<file path="config.mk">
export PLATFORM = sky130hd
export DESIGN_NAME = module_sideband_control
export DESIGN_NICKNAME = d
export VERILOG_FILES = /design/src/rtl/sideband_pkg.sv /design/src/rtl/reset_pulse_qualifier.sv /design/src/rtl/module_sideband_control.sv
export SDC_FILE = /design/constraint.sdc
export NUM_CORES = 1
export LEC_CHECK = 0
export BUFFER_PORTS_ARGS = -buffer_cell sky130_fd_sc_hd__buf_2
export CORE_ASPECT_RATIO = 1.1
export CORE_MARGIN = 3
export CORE_UTILIZATION = 50
export CTS_CLUSTER_SIZE = 8
export DETAILED_ROUTE_END_ITERATION = 10
export HOLD_SLACK_MARGIN = 0.02
export PLACE_DENSITY = 0.69
export SLEW_MARGIN = 40
export SYNTH_ARGS = -nofsm -noshare
export SYNTH_HDL_FRONTEND = slang
export SYNTH_SLANG_ARGS = --single-unit
</file>
<file path="constraint.sdc">
create_clock -name sys_clk -period 2.1 [get_ports sys_clk]
set_input_delay 0.105 -clock sys_clk [delete_from_list [all_inputs] [get_ports sys_clk]]
set_output_delay 0.105 -clock sys_clk [all_outputs]
set_load 0.005 [all_outputs]
</file>
<file path="src/rtl/sideband_pkg.sv">
// shared constants and state types of the module sideband control logic
package sideband_pkg;
	// clock and timing figures
	localparam int unsigned CLK_PERIOD_NS = 10;
	localparam int unsigned RESET_MIN_NS = 10000;
	localparam int unsigned RESET_MIN_CYCLES = (RESET_MIN_NS + CLK_PERIOD_NS - 1) / CLK_PERIOD_NS;
	localparam int unsigned INIT_TIME_US = 100;
	localparam int unsigned INIT_CYCLES = (INIT_TIME_US * 1000) / CLK_PERIOD_NS;

	// two-wire management bus device address, 8-bit write form
	localparam logic [7:0] DEVICE_ADDRESS = 8'hA0;

	// management byte map
	localparam int unsigned MEM_DEPTH_DEFAULT = 8;
	localparam int unsigned STATUS_OFFSET = 0;
	localparam int unsigned FLAG_OFFSET = 1;
	localparam int unsigned FIRST_SETTING = 2;
	localparam int unsigned STATUS_NOT_READY_BIT = 0;
	localparam int unsigned STATUS_LOW_POWER_BIT = 1;
	localparam int unsigned FLAG_RESET_DONE_BIT = 0;
	localparam logic [7:0] SETTING_RESET = 8'h00;
	localparam logic [3:0] BITS_PER_BYTE = 4'h8;

	// two-wire bus slave states
	typedef enum logic [6:0] {
		BUS_IDLE = 7'h01,
		BUS_ADDR = 7'h02,
		BUS_ADDR_ACK = 7'h04,
		BUS_WRITE = 7'h08,
		BUS_WRITE_ACK = 7'h10,
		BUS_READ = 7'h20,
		BUS_READ_ACK = 7'h40
	} bus_state_t;

	// reset execution states
	typedef enum logic [1:0] {
		INIT_RUN = 2'h1,
		INIT_READY = 2'h2
	} init_state_t;
endpackage

</file>
<file path="src/rtl/reset_pulse_qualifier.sv">
// qualifies a low pulse on the module reset pin and marks its release
`timescale 1ns/1ps
module reset_pulse_qualifier import sideband_pkg::*; #(
	parameter int unsigned MIN_LOW_CYCLES = RESET_MIN_CYCLES
) (
	input wire logic sys_clk,
	input wire logic rstn,
	input wire logic level_n,
	output logic release_pulse
);
	localparam int unsigned CW = $clog2(MIN_LOW_CYCLES + 1);

	logic [CW-1:0] low_count;
	logic [CW-1:0] next_low_count;
	logic level_prev;
	logic next_release_pulse;

	// count low cycles, saturating; flag the rising edge of a long enough pulse
	always_comb begin
		next_low_count = low_count;
		if (!level_n) begin
			if (low_count < CW'(MIN_LOW_CYCLES)) begin
				next_low_count = low_count + CW'(1);
			end
		end else begin
			next_low_count = '0;
		end
		next_release_pulse = level_n && !level_prev && (low_count >= CW'(MIN_LOW_CYCLES));
	end

	// pin idles high, so a released line starts as high
	always_ff @(posedge sys_clk) begin
		if (!rstn) begin
			low_count <= '0;
			level_prev <= 1'b1;
			release_pulse <= 1'b0;
		end else begin
			low_count <= next_low_count;
			level_prev <= level_n;
			release_pulse <= next_release_pulse;
		end
	end
endmodule // reset_pulse_qualifier

</file>
<file path="src/rtl/module_sideband_control.sv">
// sideband pins, management bus slave and reset sequencing of the module
`timescale 1ns/1ps
module module_sideband_control import sideband_pkg::*; #(
	parameter int unsigned RESET_LOW_CYCLES = RESET_MIN_CYCLES,
	parameter int unsigned INIT_RUN_CYCLES = INIT_CYCLES,
	parameter int unsigned MEM_DEPTH = MEM_DEPTH_DEFAULT
) (
	input wire logic sys_clk,
	input wire logic rstn,
	input wire logic module_select_pin_n,
	input wire logic module_reset_n,
	input wire logic low_power_request,
	input wire logic scl,
	input wire logic sda_in,
	output logic sda_out,
	output logic sda_oe,
	output logic module_present_n,
	output logic interrupt_out_n_out,
	output logic interrupt_out_n_oe,
	output logic low_power_state,
	output logic data_not_ready
);
	localparam int unsigned PW = $clog2(MEM_DEPTH);
	localparam int unsigned IW = $clog2(INIT_RUN_CYCLES + 1);

	bus_state_t bus_state, next_bus_state;
	logic [3:0] bit_count, next_bit_count;
	logic [7:0] shift, next_shift;
	logic [7:0] tx, next_tx;
	logic next_sda_oe;
	logic [PW-1:0] ptr, next_ptr;
	logic first_byte, next_first_byte;
	logic nack, next_nack;
	logic scl_prev, sda_prev;
	logic selected;
	logic start_seen, stop_seen;
	logic scl_rise, scl_fall;
	logic write_strobe, flag_read;
	logic [7:0] rd_byte;

	init_state_t init_state, next_init_state;
	logic [IW-1:0] init_count, next_init_count;
	logic next_data_not_ready;
	logic reset_done, next_reset_done;
	logic set_done, load_defaults;
	logic release_pulse;
	logic [7:0] settings [MEM_DEPTH-1:FIRST_SETTING];

	// reset pin qualifier
	reset_pulse_qualifier #(
		.MIN_LOW_CYCLES(RESET_LOW_CYCLES)
	) u_reset_qualifier (
		.sys_clk(sys_clk),
		.rstn(rstn),
		.level_n(module_reset_n),
		.release_pulse(release_pulse)
	);

	// fixed pin levels: presence grounded, open-collector lines drive only low
	assign module_present_n = 1'b0;
	assign sda_out = 1'b0;
	assign interrupt_out_n_out = 1'b0;
	assign interrupt_out_n_oe = reset_done;

	// bus line events; the pad pull-up makes a floating select read high
	assign selected = !module_select_pin_n;
	assign start_seen = scl && scl_prev && sda_prev && !sda_in;
	assign stop_seen = scl && scl_prev && !sda_prev && sda_in;
	assign scl_rise = scl && !scl_prev;
	assign scl_fall = !scl && scl_prev;

	// byte seen by the host at the current pointer
	always_comb begin
		rd_byte = 8'h00;
		if (ptr == PW'(STATUS_OFFSET)) begin
			rd_byte[STATUS_NOT_READY_BIT] = data_not_ready;
			rd_byte[STATUS_LOW_POWER_BIT] = low_power_state;
		end else if (ptr == PW'(FLAG_OFFSET)) begin
			rd_byte[FLAG_RESET_DONE_BIT] = reset_done;
		end else begin
			rd_byte = settings[ptr];
		end
	end

	// two-wire management bus slave
	always_comb begin
		next_bus_state = bus_state;
		next_bit_count = bit_count;
		next_shift = shift;
		next_tx = tx;
		next_sda_oe = sda_oe;
		next_ptr = ptr;
		next_first_byte = first_byte;
		next_nack = nack;
		write_strobe = 1'b0;
		flag_read = 1'b0;
		if (!selected) begin
			next_bus_state = BUS_IDLE;
			next_sda_oe = 1'b0;
		end else if (start_seen) begin
			next_bus_state = BUS_ADDR;
			next_bit_count = 4'h0;
			next_sda_oe = 1'b0;
		end else if (stop_seen) begin
			next_bus_state = BUS_IDLE;
			next_sda_oe = 1'b0;
		end else if (scl_rise) begin
			case (bus_state)
				BUS_ADDR, BUS_WRITE: begin
					next_shift = {shift[6:0], sda_in};
					next_bit_count = bit_count + 4'h1;
				end
				BUS_READ: next_bit_count = bit_count + 4'h1;
				BUS_READ_ACK: next_nack = sda_in;
				default: ;
			endcase
		end else if (scl_fall) begin
			case (bus_state)
				BUS_ADDR: begin
					if (bit_count == BITS_PER_BYTE) begin
						if (shift[7:1] == DEVICE_ADDRESS[7:1]) begin
							next_bus_state = BUS_ADDR_ACK;
							next_sda_oe = 1'b1;
						end else begin
							next_bus_state = BUS_IDLE;
						end
					end
				end
				BUS_ADDR_ACK: begin
					next_bit_count = 4'h0;
					if (shift[0]) begin
						next_bus_state = BUS_READ;
						next_tx = rd_byte;
						next_sda_oe = !rd_byte[7];
						next_ptr = ptr + PW'(1);
						flag_read = (ptr == PW'(FLAG_OFFSET));
					end else begin
						next_bus_state = BUS_WRITE;
						next_first_byte = 1'b1;
						next_sda_oe = 1'b0;
					end
				end
				BUS_WRITE: begin
					if (bit_count == BITS_PER_BYTE) begin
						next_bus_state = BUS_WRITE_ACK;
						next_sda_oe = 1'b1;
						if (first_byte) begin
							next_ptr = shift[PW-1:0];
							next_first_byte = 1'b0;
						end else begin
							write_strobe = 1'b1;
							next_ptr = ptr + PW'(1);
						end
					end
				end
				BUS_WRITE_ACK: begin
					next_bus_state = BUS_WRITE;
					next_sda_oe = 1'b0;
					next_bit_count = 4'h0;
				end
				BUS_READ: begin
					if (bit_count == BITS_PER_BYTE) begin
						next_bus_state = BUS_READ_ACK;
						next_sda_oe = 1'b0;
					end else begin
						next_tx = {tx[6:0], 1'b0};
						next_sda_oe = !tx[6];
					end
				end
				BUS_READ_ACK: begin
					next_bit_count = 4'h0;
					if (nack) begin
						next_bus_state = BUS_IDLE;
					end else begin
						next_bus_state = BUS_READ;
						next_tx = rd_byte;
						next_sda_oe = !rd_byte[7];
						next_ptr = ptr + PW'(1);
						flag_read = (ptr == PW'(FLAG_OFFSET));
					end
				end
				default: begin
					next_bus_state = BUS_IDLE;
					next_sda_oe = 1'b0;
				end
			endcase
		end
	end

	always_ff @(posedge sys_clk) begin
		if (!rstn) begin
			bus_state <= BUS_IDLE;
			bit_count <= 4'h0;
			shift <= 8'h00;
			tx <= 8'h00;
			sda_oe <= 1'b0;
			ptr <= '0;
			first_byte <= 1'b0;
			nack <= 1'b0;
			scl_prev <= 1'b1;
			sda_prev <= 1'b1;
		end else begin
			bus_state <= next_bus_state;
			bit_count <= next_bit_count;
			shift <= next_shift;
			tx <= next_tx;
			sda_oe <= next_sda_oe;
			ptr <= next_ptr;
			first_byte <= next_first_byte;
			nack <= next_nack;
			scl_prev <= scl;
			sda_prev <= sda_in;
		end
	end

	// reset execution timer; power-up enters it straight from rstn
	always_comb begin
		next_init_state = init_state;
		next_init_count = init_count;
		next_data_not_ready = data_not_ready;
		set_done = 1'b0;
		load_defaults = 1'b0;
		case (init_state)
			INIT_RUN: begin
				if (init_count == IW'(INIT_RUN_CYCLES - 1)) begin
					next_init_state = INIT_READY;
					next_data_not_ready = 1'b0;
					set_done = 1'b1;
				end else begin
					next_init_count = init_count + IW'(1);
				end
			end
			INIT_READY: ;
			default: next_init_state = INIT_RUN;
		endcase
		if (release_pulse) begin
			next_init_state = INIT_RUN;
			next_init_count = '0;
			next_data_not_ready = 1'b1;
			load_defaults = 1'b1;
			set_done = 1'b0;
		end
		// a completion landing on the clearing read stays posted; a pin reset withdraws it
		next_reset_done = set_done || (reset_done && !flag_read && !release_pulse);
	end

	always_ff @(posedge sys_clk) begin
		if (!rstn) begin
			init_state <= INIT_RUN;
			init_count <= '0;
			data_not_ready <= 1'b1;
			reset_done <= 1'b0;
			low_power_state <= 1'b0;
		end else begin
			init_state <= next_init_state;
			init_count <= next_init_count;
			data_not_ready <= next_data_not_ready;
			reset_done <= next_reset_done;
			low_power_state <= low_power_request;
		end
	end

	// user-writable settings bytes
	genvar gi;
	generate
		for (gi = FIRST_SETTING; gi < MEM_DEPTH; gi++) begin : g_setting
			logic [7:0] next_setting;
			always_comb begin
				next_setting = settings[gi];
				if (load_defaults) begin
					next_setting = SETTING_RESET;
				end else if (write_strobe && (ptr == PW'(gi))) begin
					next_setting = shift;
				end
			end
			always_ff @(posedge sys_clk) begin
				if (!rstn) begin
					settings[gi] <= SETTING_RESET;
				end else begin
					settings[gi] <= next_setting;
				end
			end
		end
	endgenerate
endmodule // module_sideband_control

</file>
After elaboration in Yosys (flattened, before gate mapping)
Memory sizes are Yosys's and may differ from the RTL's. A register that Yosys moved wholly into a read port is not among the register bits.
Index checks and enable logic that the tools add are counted.
W data, S select, Z words.
{"block": "word_totals", "ff_bits": 65, "mem_bits_rw": 48, "inputBits": 7, "output_inout_bits": 7, "n_memories": 1}
{"block": "classes", "addsub": 4, "n_lt_le_gt_ge": 2, "n_eq_ne": 39, "mux": 84, "bitwise_logic": 13, "reduce_logical": 59}
{"memory": "settings", "words": 6, "word_bits": 8, "read_ports": 1, "rd_clocked_by_memory_dff": 1, "write_ports": 6, "line": "module_sideband_control.sv:47", "source": "logic [7:0] settings [MEM_DEPTH-1:FIRST_SETTING];"}
{"operator": "$mux W8", "count": 18}
{"operator": "$mux W7", "count": 7}
{"operator": "$pmux W7 S6", "count": 1}
{"operator": "$ne A2 B2 Y1 const B", "count": 16}
{"operator": "$mux W1", "count": 30}
{"operator": "$reduce_and A5 Y1", "count": 5}
{"operator": "$mux W4", "count": 6}
{"operator": "$mux W3", "count": 7}
{"operator": "$pmux W7 S3", "count": 1}
{"operator": "$mux W6", "count": 3}
{"operator": "$reduce_and A2 Y1", "count": 9}
{"operator": "$reduce_and A9 Y1", "count": 2}
{"operator": "$logic_and A1 B1 Y1", "count": 17}
{"operator": "$reduce_bool A3 Y1", "count": 5}
{"operator": "$add A14 B1 Y14 const B", "count": 1}
{"operator": "$eq A14 B14 Y1 const B", "count": 1}
{"operator": "$eq A7 B7 Y1 const B", "count": 2}
{"operator": "$eq A3 B3 Y1 const B", "count": 4}
{"operator": "$mux W2", "count": 6}
{"operator": "$ne A4 B4 Y1 const B", "count": 3}
{"operator": "$add A10 B1 Y10 const B", "count": 1}
{"operator": "$ge A10 B10 Y1 const B", "count": 1}
{"operator": "$lt A10 B10 Y1 const B", "count": 1}
{"operator": "$logic_not A1 Y1", "count": 9}
{"operator": "27 further kinds", "count": 45}

Logic depth before layout (Yosys ltp)
Gate-level depths: netlist (run 1).
{"block": "logic_depth", "ltp_word": 12, "depth_mapped": 8, "mapped_depth_nobuf": 7}

By module
From an unflattened synthesis (run 1), not the netlist that was laid out.
{"block": "unflattened", "cells_unflattened": 616, "hier_area_um2": 5849.4}
{"mod": "module_sideband_control", "instances": 1, "cells_per_inst": 547, "area_each_um2": 5231.3}
{"mod": "reset_pulse_qualifier", "instances": 1, "cells_per_inst": 69, "area_each_um2": 618.1}

Worst setup path after synthesis (run 1)
No wires, ideal clock.
{"block": "synth_timing", "path_kind": "reg-to-reg", "start": "reg bus_state[1]", "end": "mem settings[3][0] (enable)", "setup_ps": 326, "arrival_ps": 1654, "t_required_ps": 1774, "setup_slack_ps": 120, "path_stages_with_launch": 7, "n_path_buf": 2, "path_cell_list": "dfxtp_1 -> buf_2 -> and2b_1 -> nand3_2 -> nor4_2 -> buf_4 -> a21o_1"}
{"element": "from (decl)", "line": "module_sideband_control.sv:26", "source": "bus_state_t bus_state, next_bus_state;"}
{"element": "from (signal assigned)", "line": "module_sideband_control.sv:203", "source": "bus_state <= next_bus_state;"}
{"element": "to (decl)", "line": "module_sideband_control.sv:47"}

==> results of run 1 <==
metal layers:
| metal | GRT usage [%] | up-vias |
|---|---|---|
| met4 | 8.366 | 0 |
| met5 | 0 | - |
| met1 | 27.04 | 2085 |
| li1 | - | 2135 |
| met2 | 33.48 | 103 |
| met3 | 5.516 | 19 |
state kept, by name, indices dropped and copies added (netlist names), 3 cells and up, named ones only:
signal	count
bit_count	4
bus_state	7
init_count	14
ptr	3
settings	48
shift	8
tx	7
u_reset_qualifier.low_count	10
layout make-up:
class	instances	area [um^2]	share of cell area, %
sequential	116	2804	41.63
multi-input combinational	415	2753	40.87
clock buffer	19	432.9	6.428
timing repair buffer	47	350.3	5.202
tap	147	183.9	2.731
clock inverter	13	140.1	2.081
inverter	19	71.32	1.059
power breakdown:
part | total [mW] | internal [mW] | leakage, nW | switching (mW)
Clock | 2.81 | 1.83 | 0.278 | 0.973
Combinational | 0.185 | 0.0736 | 1.09 | 0.111
Sequential | 2.42 | 2.40 | 1.03 | 0.0226
cell families after synthesis:
group	synth area share, %
AOI/OAI and AO/OA	11.05
xor gates and xnor gates	3.203
adders and majority gates	2.396
buffers and inverters	3.791
DFF	48.80
muxes	7.233
other	0.06530
and+or+nand+nor	23.46
what timing repair did:
| action | CTS | global route |
|---|---|---|
| endpoints found under the hold margin | 6 | 0 |
| setup endpoints to repair | 0 | 41 |
| hold buffers | 4 | 0 |
| setup buffers | 0 | 1 |
| gates resized for setup | 0 | 5 |
synthesized netlist by cell type (8+ instances only):
| cell | count | share of area, % |
|---|---|---|
| nor2_1 | 87 | 5.7 |
| o21ai_0 | 19 | 1.7 |
| nor4_1 | 8 | 0.87 |
| nand3_1 | 23 | 2.0 |
| mux2i_1 | 10 | 1.7 |
| inv_1 | 19 | 1.2 |
| mux4_2 | 8 | 3.1 |
| a31oi_1 | 9 | 0.98 |
| a21oi_1 | 32 | 2.8 |
| mux2_2 | 12 | 2.4 |
| nand2_1 | 40 | 2.6 |
| xnor2_1 | 12 | 1.8 |
| edfxtp_1 | 48 | 25 |
| ha_1 | 11 | 2.4 |
| xor2_1 | 9 | 1.4 |
| dfxtp_1 | 68 | 24 |
| or2_2 | 9 | 0.98 |
| clkbuf_1 | 17 | 1.1 |
| nand2b_1 | 17 | 1.9 |
| and2_1 | 13 | 1.4 |
stage by stage:
stage / util, % / setup WS (ps) / instance area, um^2 / hold WS, ps / setup TNS, ps
2_1_floorplan: - / 119.7 / 5751 / 206.5 / 0
3_3_place_gp: 55.07 / 7.835 / 6091 / 335.7 / 0
3_5_place_dp: 55.07 / 12.56 / 6091 / 340.7 / 0
4_1_cts: 60.61 / 5.737 / 6704 / 94.90 / 0
5_1_grt: 60.89 / -1.182 / 6735 / 165.0 / -4.145
6_report: 60.89 / 70.00 / 6735 / 122.3 / 0
final timing paths:
| check | slack, ps | end | start | depth (start not counted) |
|---|---|---|---|---|
| setup / recovery | 70 | settings[3][5] | scl | 8 |
| hold / removal | 120 | bus_state[1] | module_select_pin_n | 3 |
| setup reg to reg | 100 | bus_state[5] | bus_state[5] | 6 |
| hold reg to reg | 390 | u_reset_qualifier.release_pulse | u_reset_qualifier.level_prev | 1 |
worst min-delay path, stage by stage:
cell	delay, ps
buf_2	130
nand2b_1	150
o32ai_1	100
==> results.py, run 1 <==
metrics = {
    "final_layout": {
        "drive_gt1_share_pct": 19.24,
        "layout_commonest_cell": "nor2_1",
        "final_net_count": 634,
        "final_cell_mix": "nor2_1 (87), dfxtp_1 (67), edfxtp_1 (48)",
        "post_layout_nonfiller_instances": 776,
        "area_delta_synth_final_pct": 17.28,
        "nFillCells": 913,
        "insertedDiodeCount": 0,
    },
    "routing": {
        "drt-initial-drc-count": 247,
        "drt-met1-wl_mm": 5.480,
        "drc_errors": 0,
        "met2RoutedLength_mm": 6.014,
        "firstDrtPassIters": 5,
        "detail-route-antenna-nets": 0,
        "vias": 4342,
        "wl_per_cell_um": 15.88,
        "dr_wl_met3_um": 581,
        "top_signal_layer_used": "met4",
        "wirelength_mm": 12.32,
        "route.detailed.vias_per_inst": 5.595,
    },
    "place": {
        "gpl.final_weighted_congestion": 0.8690,
        "placed_cells": 739,
        "port_buffers": 10,
        "dp_hpwl_mm": 9.009,
    },
    "cts": {
        "cts_sinks": 116,
        "tritoncts": "done",
        "cts_buffers": 17,
        "worst_skew_pair.late_latency_ps": 410,
        "cts_root_buf": "clkbuf_16",
        "number_of_h_tree_levels": 4,
        "max-clock-path-buffers": 2,
        "clkTransAtPathRegs_ps": 50,
    },
    "critical_path": {
        "end_kind": "flip-flop",
        "path_type_of_the_worst_setup_path": "in -> reg",
        "crit_arrival_ps": 2160,
        "cp_max_stage_delay_ps": 530,
        "crit_fanout": 10,
        "critical_path.n_buffers_inverters": 5,
        "path_delay_family": "buffers and inverters",
        "timing.critical_path.required_ps": 2230,
        "cp_slowest_cell": "dlygate4sd3_1",
        "path_common_cell": "buf_4",
        "startpoint_type": "input pin",
        "crit_chain": "dlygate4sd3_1 > buf_2 > or3b_1 > nor4_2 > buf_4 > buf_4 > a21o_1 > buf_12",
    },
    "global_routing": {
        "remaining_overflow_grt": 0,
        "first_global_vias": 4297,
        "grt_antenna_before_repair": 0,
        "groute.usage.overall_pct": 20.97,
        "grt_first_pass_wirelength_mm": 20.86,
        "grt_max_degree": 23,
    },
    "synth": {
        "synth-edff-count": 48,
        "yosys.cell_types.count": 66,
        "synth_sequential_area_ratio_pct": 48.80,
        "syn_area_per_cell_um2": 9.936,
        "cell_area_synth_um2": 5743,
        "synth-async-reset-ratio_pct": 0,
        "synthCells": 578,
        "ys_ff_latch": 116,
        "yosysWarningCount": 0,
        "yosys_most_used_dff": "dfxtp_1",
    },
    "timing": {
        "pins_over_their_slew_limit": 0,
        "finalSetupViolations": 0,
        "fmaxAchievable_ghz": 0.4926,
        "final_hold_viol_count": 0,
        "rsz0062_at_grt": "yes",
        "worstMarginPinSlew_ps": 711.9,
        "finalClockSkew_ps": 6.512,
        "max_slew_margin_pct": 52.49,
        "fin_crit_sh_pct": 96.67,
        "layout_min_cycle_time_ps": 2030,
    },
    "floorplanning": {
        "fp.dieArea_um2": 12810,
        "chipWidth_um": 108.2,
        "initial_core_util_pct": 51.92,
        "fp.coreArea_um2": 11060,
        "count_of_boundary_i_o_pins": 14,
        "floorplan.die.height_um": 118.4,
        "num_rows": 40,
    },
    "flow_run": {
        "maxCapViolCount": 0,
    },
    "power_and_ir_drop": {
        "ir_drop_uv": 569.4,
        "p_leak_nw": 2.402,
        "total_power_mw": 5.409,
        "power-per-cell-area_nw_per_um2": 803.0,
    },
    "status": {
        "status": "finished, final reports clean",
    },
    "min_path": {
        "hold_class": "in -> reg",
    },
}
No activity file was read; power rests on OpenSTA's default activity.
==> inputs of run 2 (changes only) <==
--- a/config.mk
+++ b/config.mk
@@ -12,6 +12,7 @@
 export CTS_CLUSTER_SIZE = 8
 export DETAILED_ROUTE_END_ITERATION = 10
 export HOLD_SLACK_MARGIN = 0.02
+export MAX_ROUTING_LAYER = met4
 export PLACE_DENSITY = 0.69
 export SLEW_MARGIN = 40
 export SYNTH_ARGS = -nofsm -noshare
==> results.py, run 2 (synthesis results as in run 1) <==
metrics = {
    "critical_path": {
        "startpoint_type": "input pin",
        "end_kind": "flip-flop",
        "timing.critical_path.required_ps": 2230,
        "crit_arrival_ps": 2180,
        "crit_fanout": 9,
        "path_type_of_the_worst_setup_path": "in -> reg",
    },
    "routing": {
        "wl_per_cell_um": 16.56,
        "route.detailed.vias_per_inst": 5.644,
        "top_signal_layer_used": "met4",
        "dr_wl_met3_um": 553,
        "drt-initial-drc-count": 252,
        "wirelength_mm": 12.85,
        "firstDrtPassIters": 5,
        "drc_errors": 0,
        "drt-met1-wl_mm": 5.701,
        "met2RoutedLength_mm": 6.301,
        "detail-route-antenna-nets": 0,
        "vias": 4380,
    },
    "cts": {
        "cts_sinks": 116,
        "tritoncts": "done",
        "cts_root_buf": "clkbuf_16",
        "number_of_h_tree_levels": 4,
        "cts_buffers": 17,
        "max-clock-path-buffers": 2,
        "clkTransAtPathRegs_ps": 50,
        "worst_skew_pair.late_latency_ps": 420,
    },
    "power_and_ir_drop": {
        "comb_power_share_pct": 3.5,
        "clockPowerShare_pct": 51.1,
        "p_sw_mw": 1.120,
        "swShare_pct": 21.02,
        "power-per-cell-area_nw_per_um2": 785.3,
        "power.internal_mw": 4.208,
        "ir_drop_uv": 417.7,
        "p_seq_share_pct": 45.4,
        "p_leak_nw": 2.420,
    },
    "place": {
        "port_buffers": 10,
        "dp_hpwl_mm": 9.121,
        "gpl.final_weighted_congestion": 0.8955,
        "postPlaceCellArea_um2": 6088,
        "preCtsSetupSlack_ps": -69.14,
    },
    "floorplanning": {
        "count_of_boundary_i_o_pins": 14,
        "fp.coreArea_um2": 11060,
        "chipWidth_um": 108.2,
        "initial_core_util_pct": 51.92,
        "floorplan.die.height_um": 118.4,
        "fp.dieArea_um2": 12810,
        "num_rows": 40,
    },
    "final_layout": {
        "final_design_area_no_fill_um2": 6784,
        "area_delta_synth_final_pct": 18.13,
        "drive_gt1_share_pct": 20.19,
        "nFillCells": 905,
        "final_net_count": 634,
        "regMostFlops": "settings",
        "layout_commonest_cell": "nor2_1",
        "ff_latch_area_um2": 2804,
        "biggestRegsByFlops": "settings (48), init_count (14), u_reset_qualifier.low_count (10)",
        "fin_util_pct": 61.33,
        "largest_register_ff_count": 48,
        "multi_input_comb_area_um2": 2780,
        "final_cell_mix": "nor2_1 (87), dfxtp_1 (67), edfxtp_1 (48)",
        "insertedDiodeCount": 0,
    },
    "timing": {
        "final_hold_viol_count": 0,
        "finalSetupViolations": 0,
        "rsz0062_at_grt": "yes",
        "finalClockSkew_ps": 10.54,
        "layout_min_cycle_time_ps": 2052,
        "hold_slack_ps": 101.3,
        "pins_over_their_slew_limit": 0,
        "fin_crit_sh_pct": 97.71,
        "max_slew_margin_pct": 51.16,
        "worstMarginPinSlew_ps": 731.8,
        "fmaxAchievable_ghz": 0.4874,
        "final.setup.worst_slack_ps": 48.12,
        "setup-tns-final_ps": 0,
    },
    "global_routing": {
        "first_global_vias": 4367,
        "grt_first_pass_wirelength_mm": 21.38,
        "remaining_overflow_grt": 0,
        "grt_max_degree": 23,
        "groute.usage.overall_pct": 22.26,
        "grt_antenna_before_repair": 0,
    },
    "min_path": {
        "hold_class": "in -> reg",
    },
    "flow_run": {
        "maxCapViolCount": 0,
    },
    "status": {
        "status": "finished, final reports clean",
    },
}
==> run 2: worst paths after layout <==
kind                                start                         endpoint  slack [ps]  cells past startpoint
max reg2reg                  bus_state[5]                     bus_state[5]          80                      6
min reg2reg  u_reset_qualifier.level_prev  u_reset_qualifier.release_pulse         400                      1
min                   module_select_pin_n                     bus_state[1]         100                      3
max                                   scl                   settings[3][5]          50                      8
==> run 2: repair_timing <==
item,4_1_cts,5_1_grt
hold buffers,4,0
pin swaps,0,1
setup buffers,0,3
endpoints found under the hold margin,5,0
gates resized for setup,1,8
setup endpoints to repair,6,33
gates cloned,0,0
==> run 2: metrics by stage <==
stage	cells	total power [mW]
2_1_floorplan	580	2.578
3_3_place_gp	737	2.635
3_5_place_dp	737	2.644
4_1_cts	773	5.355
5_1_grt	776	5.511
6_report	776	5.328
==> run 2: layer usage <==
layer  up-vias  global-route usage, %
li1       2139                      -
met2        97                  34.68
met3        21                  6.499
met4         0                  8.445
met1      2123                  27.38
met5         -                      -
==> run 2: critical path, stage by stage <==
cell and delay, ps:
dlygate4sd3_1 530, buf_2 160, or3b_1 450, nor4_2 240, buf_4 230, buf_4 170
a21o_1 160, buf_12 130
==> run 2: power by group through the flow <==
stage / Sequential, mW / Clock, mW / Combinational [mW]
after floorplan: 2.46 / 0 / 0.123
after global placement: 2.46 / 0 / 0.176
after detailed placement: 2.46 / 0 / 0.181
after CTS: 2.42 / 2.75 / 0.188
after global routing: 2.42 / 2.88 / 0.206
final: 2.42 / 2.72 / 0.188
==> run 2: final cells by class <==
type                       instances  area share (%)
inverter                          19           1.051
clock inverter                     9           1.143
tap                              147           2.711
clock buffer                      23           7.193
sequential                       116           41.33
multi-input combinational        415           40.98
timing repair buffer              47           5.588
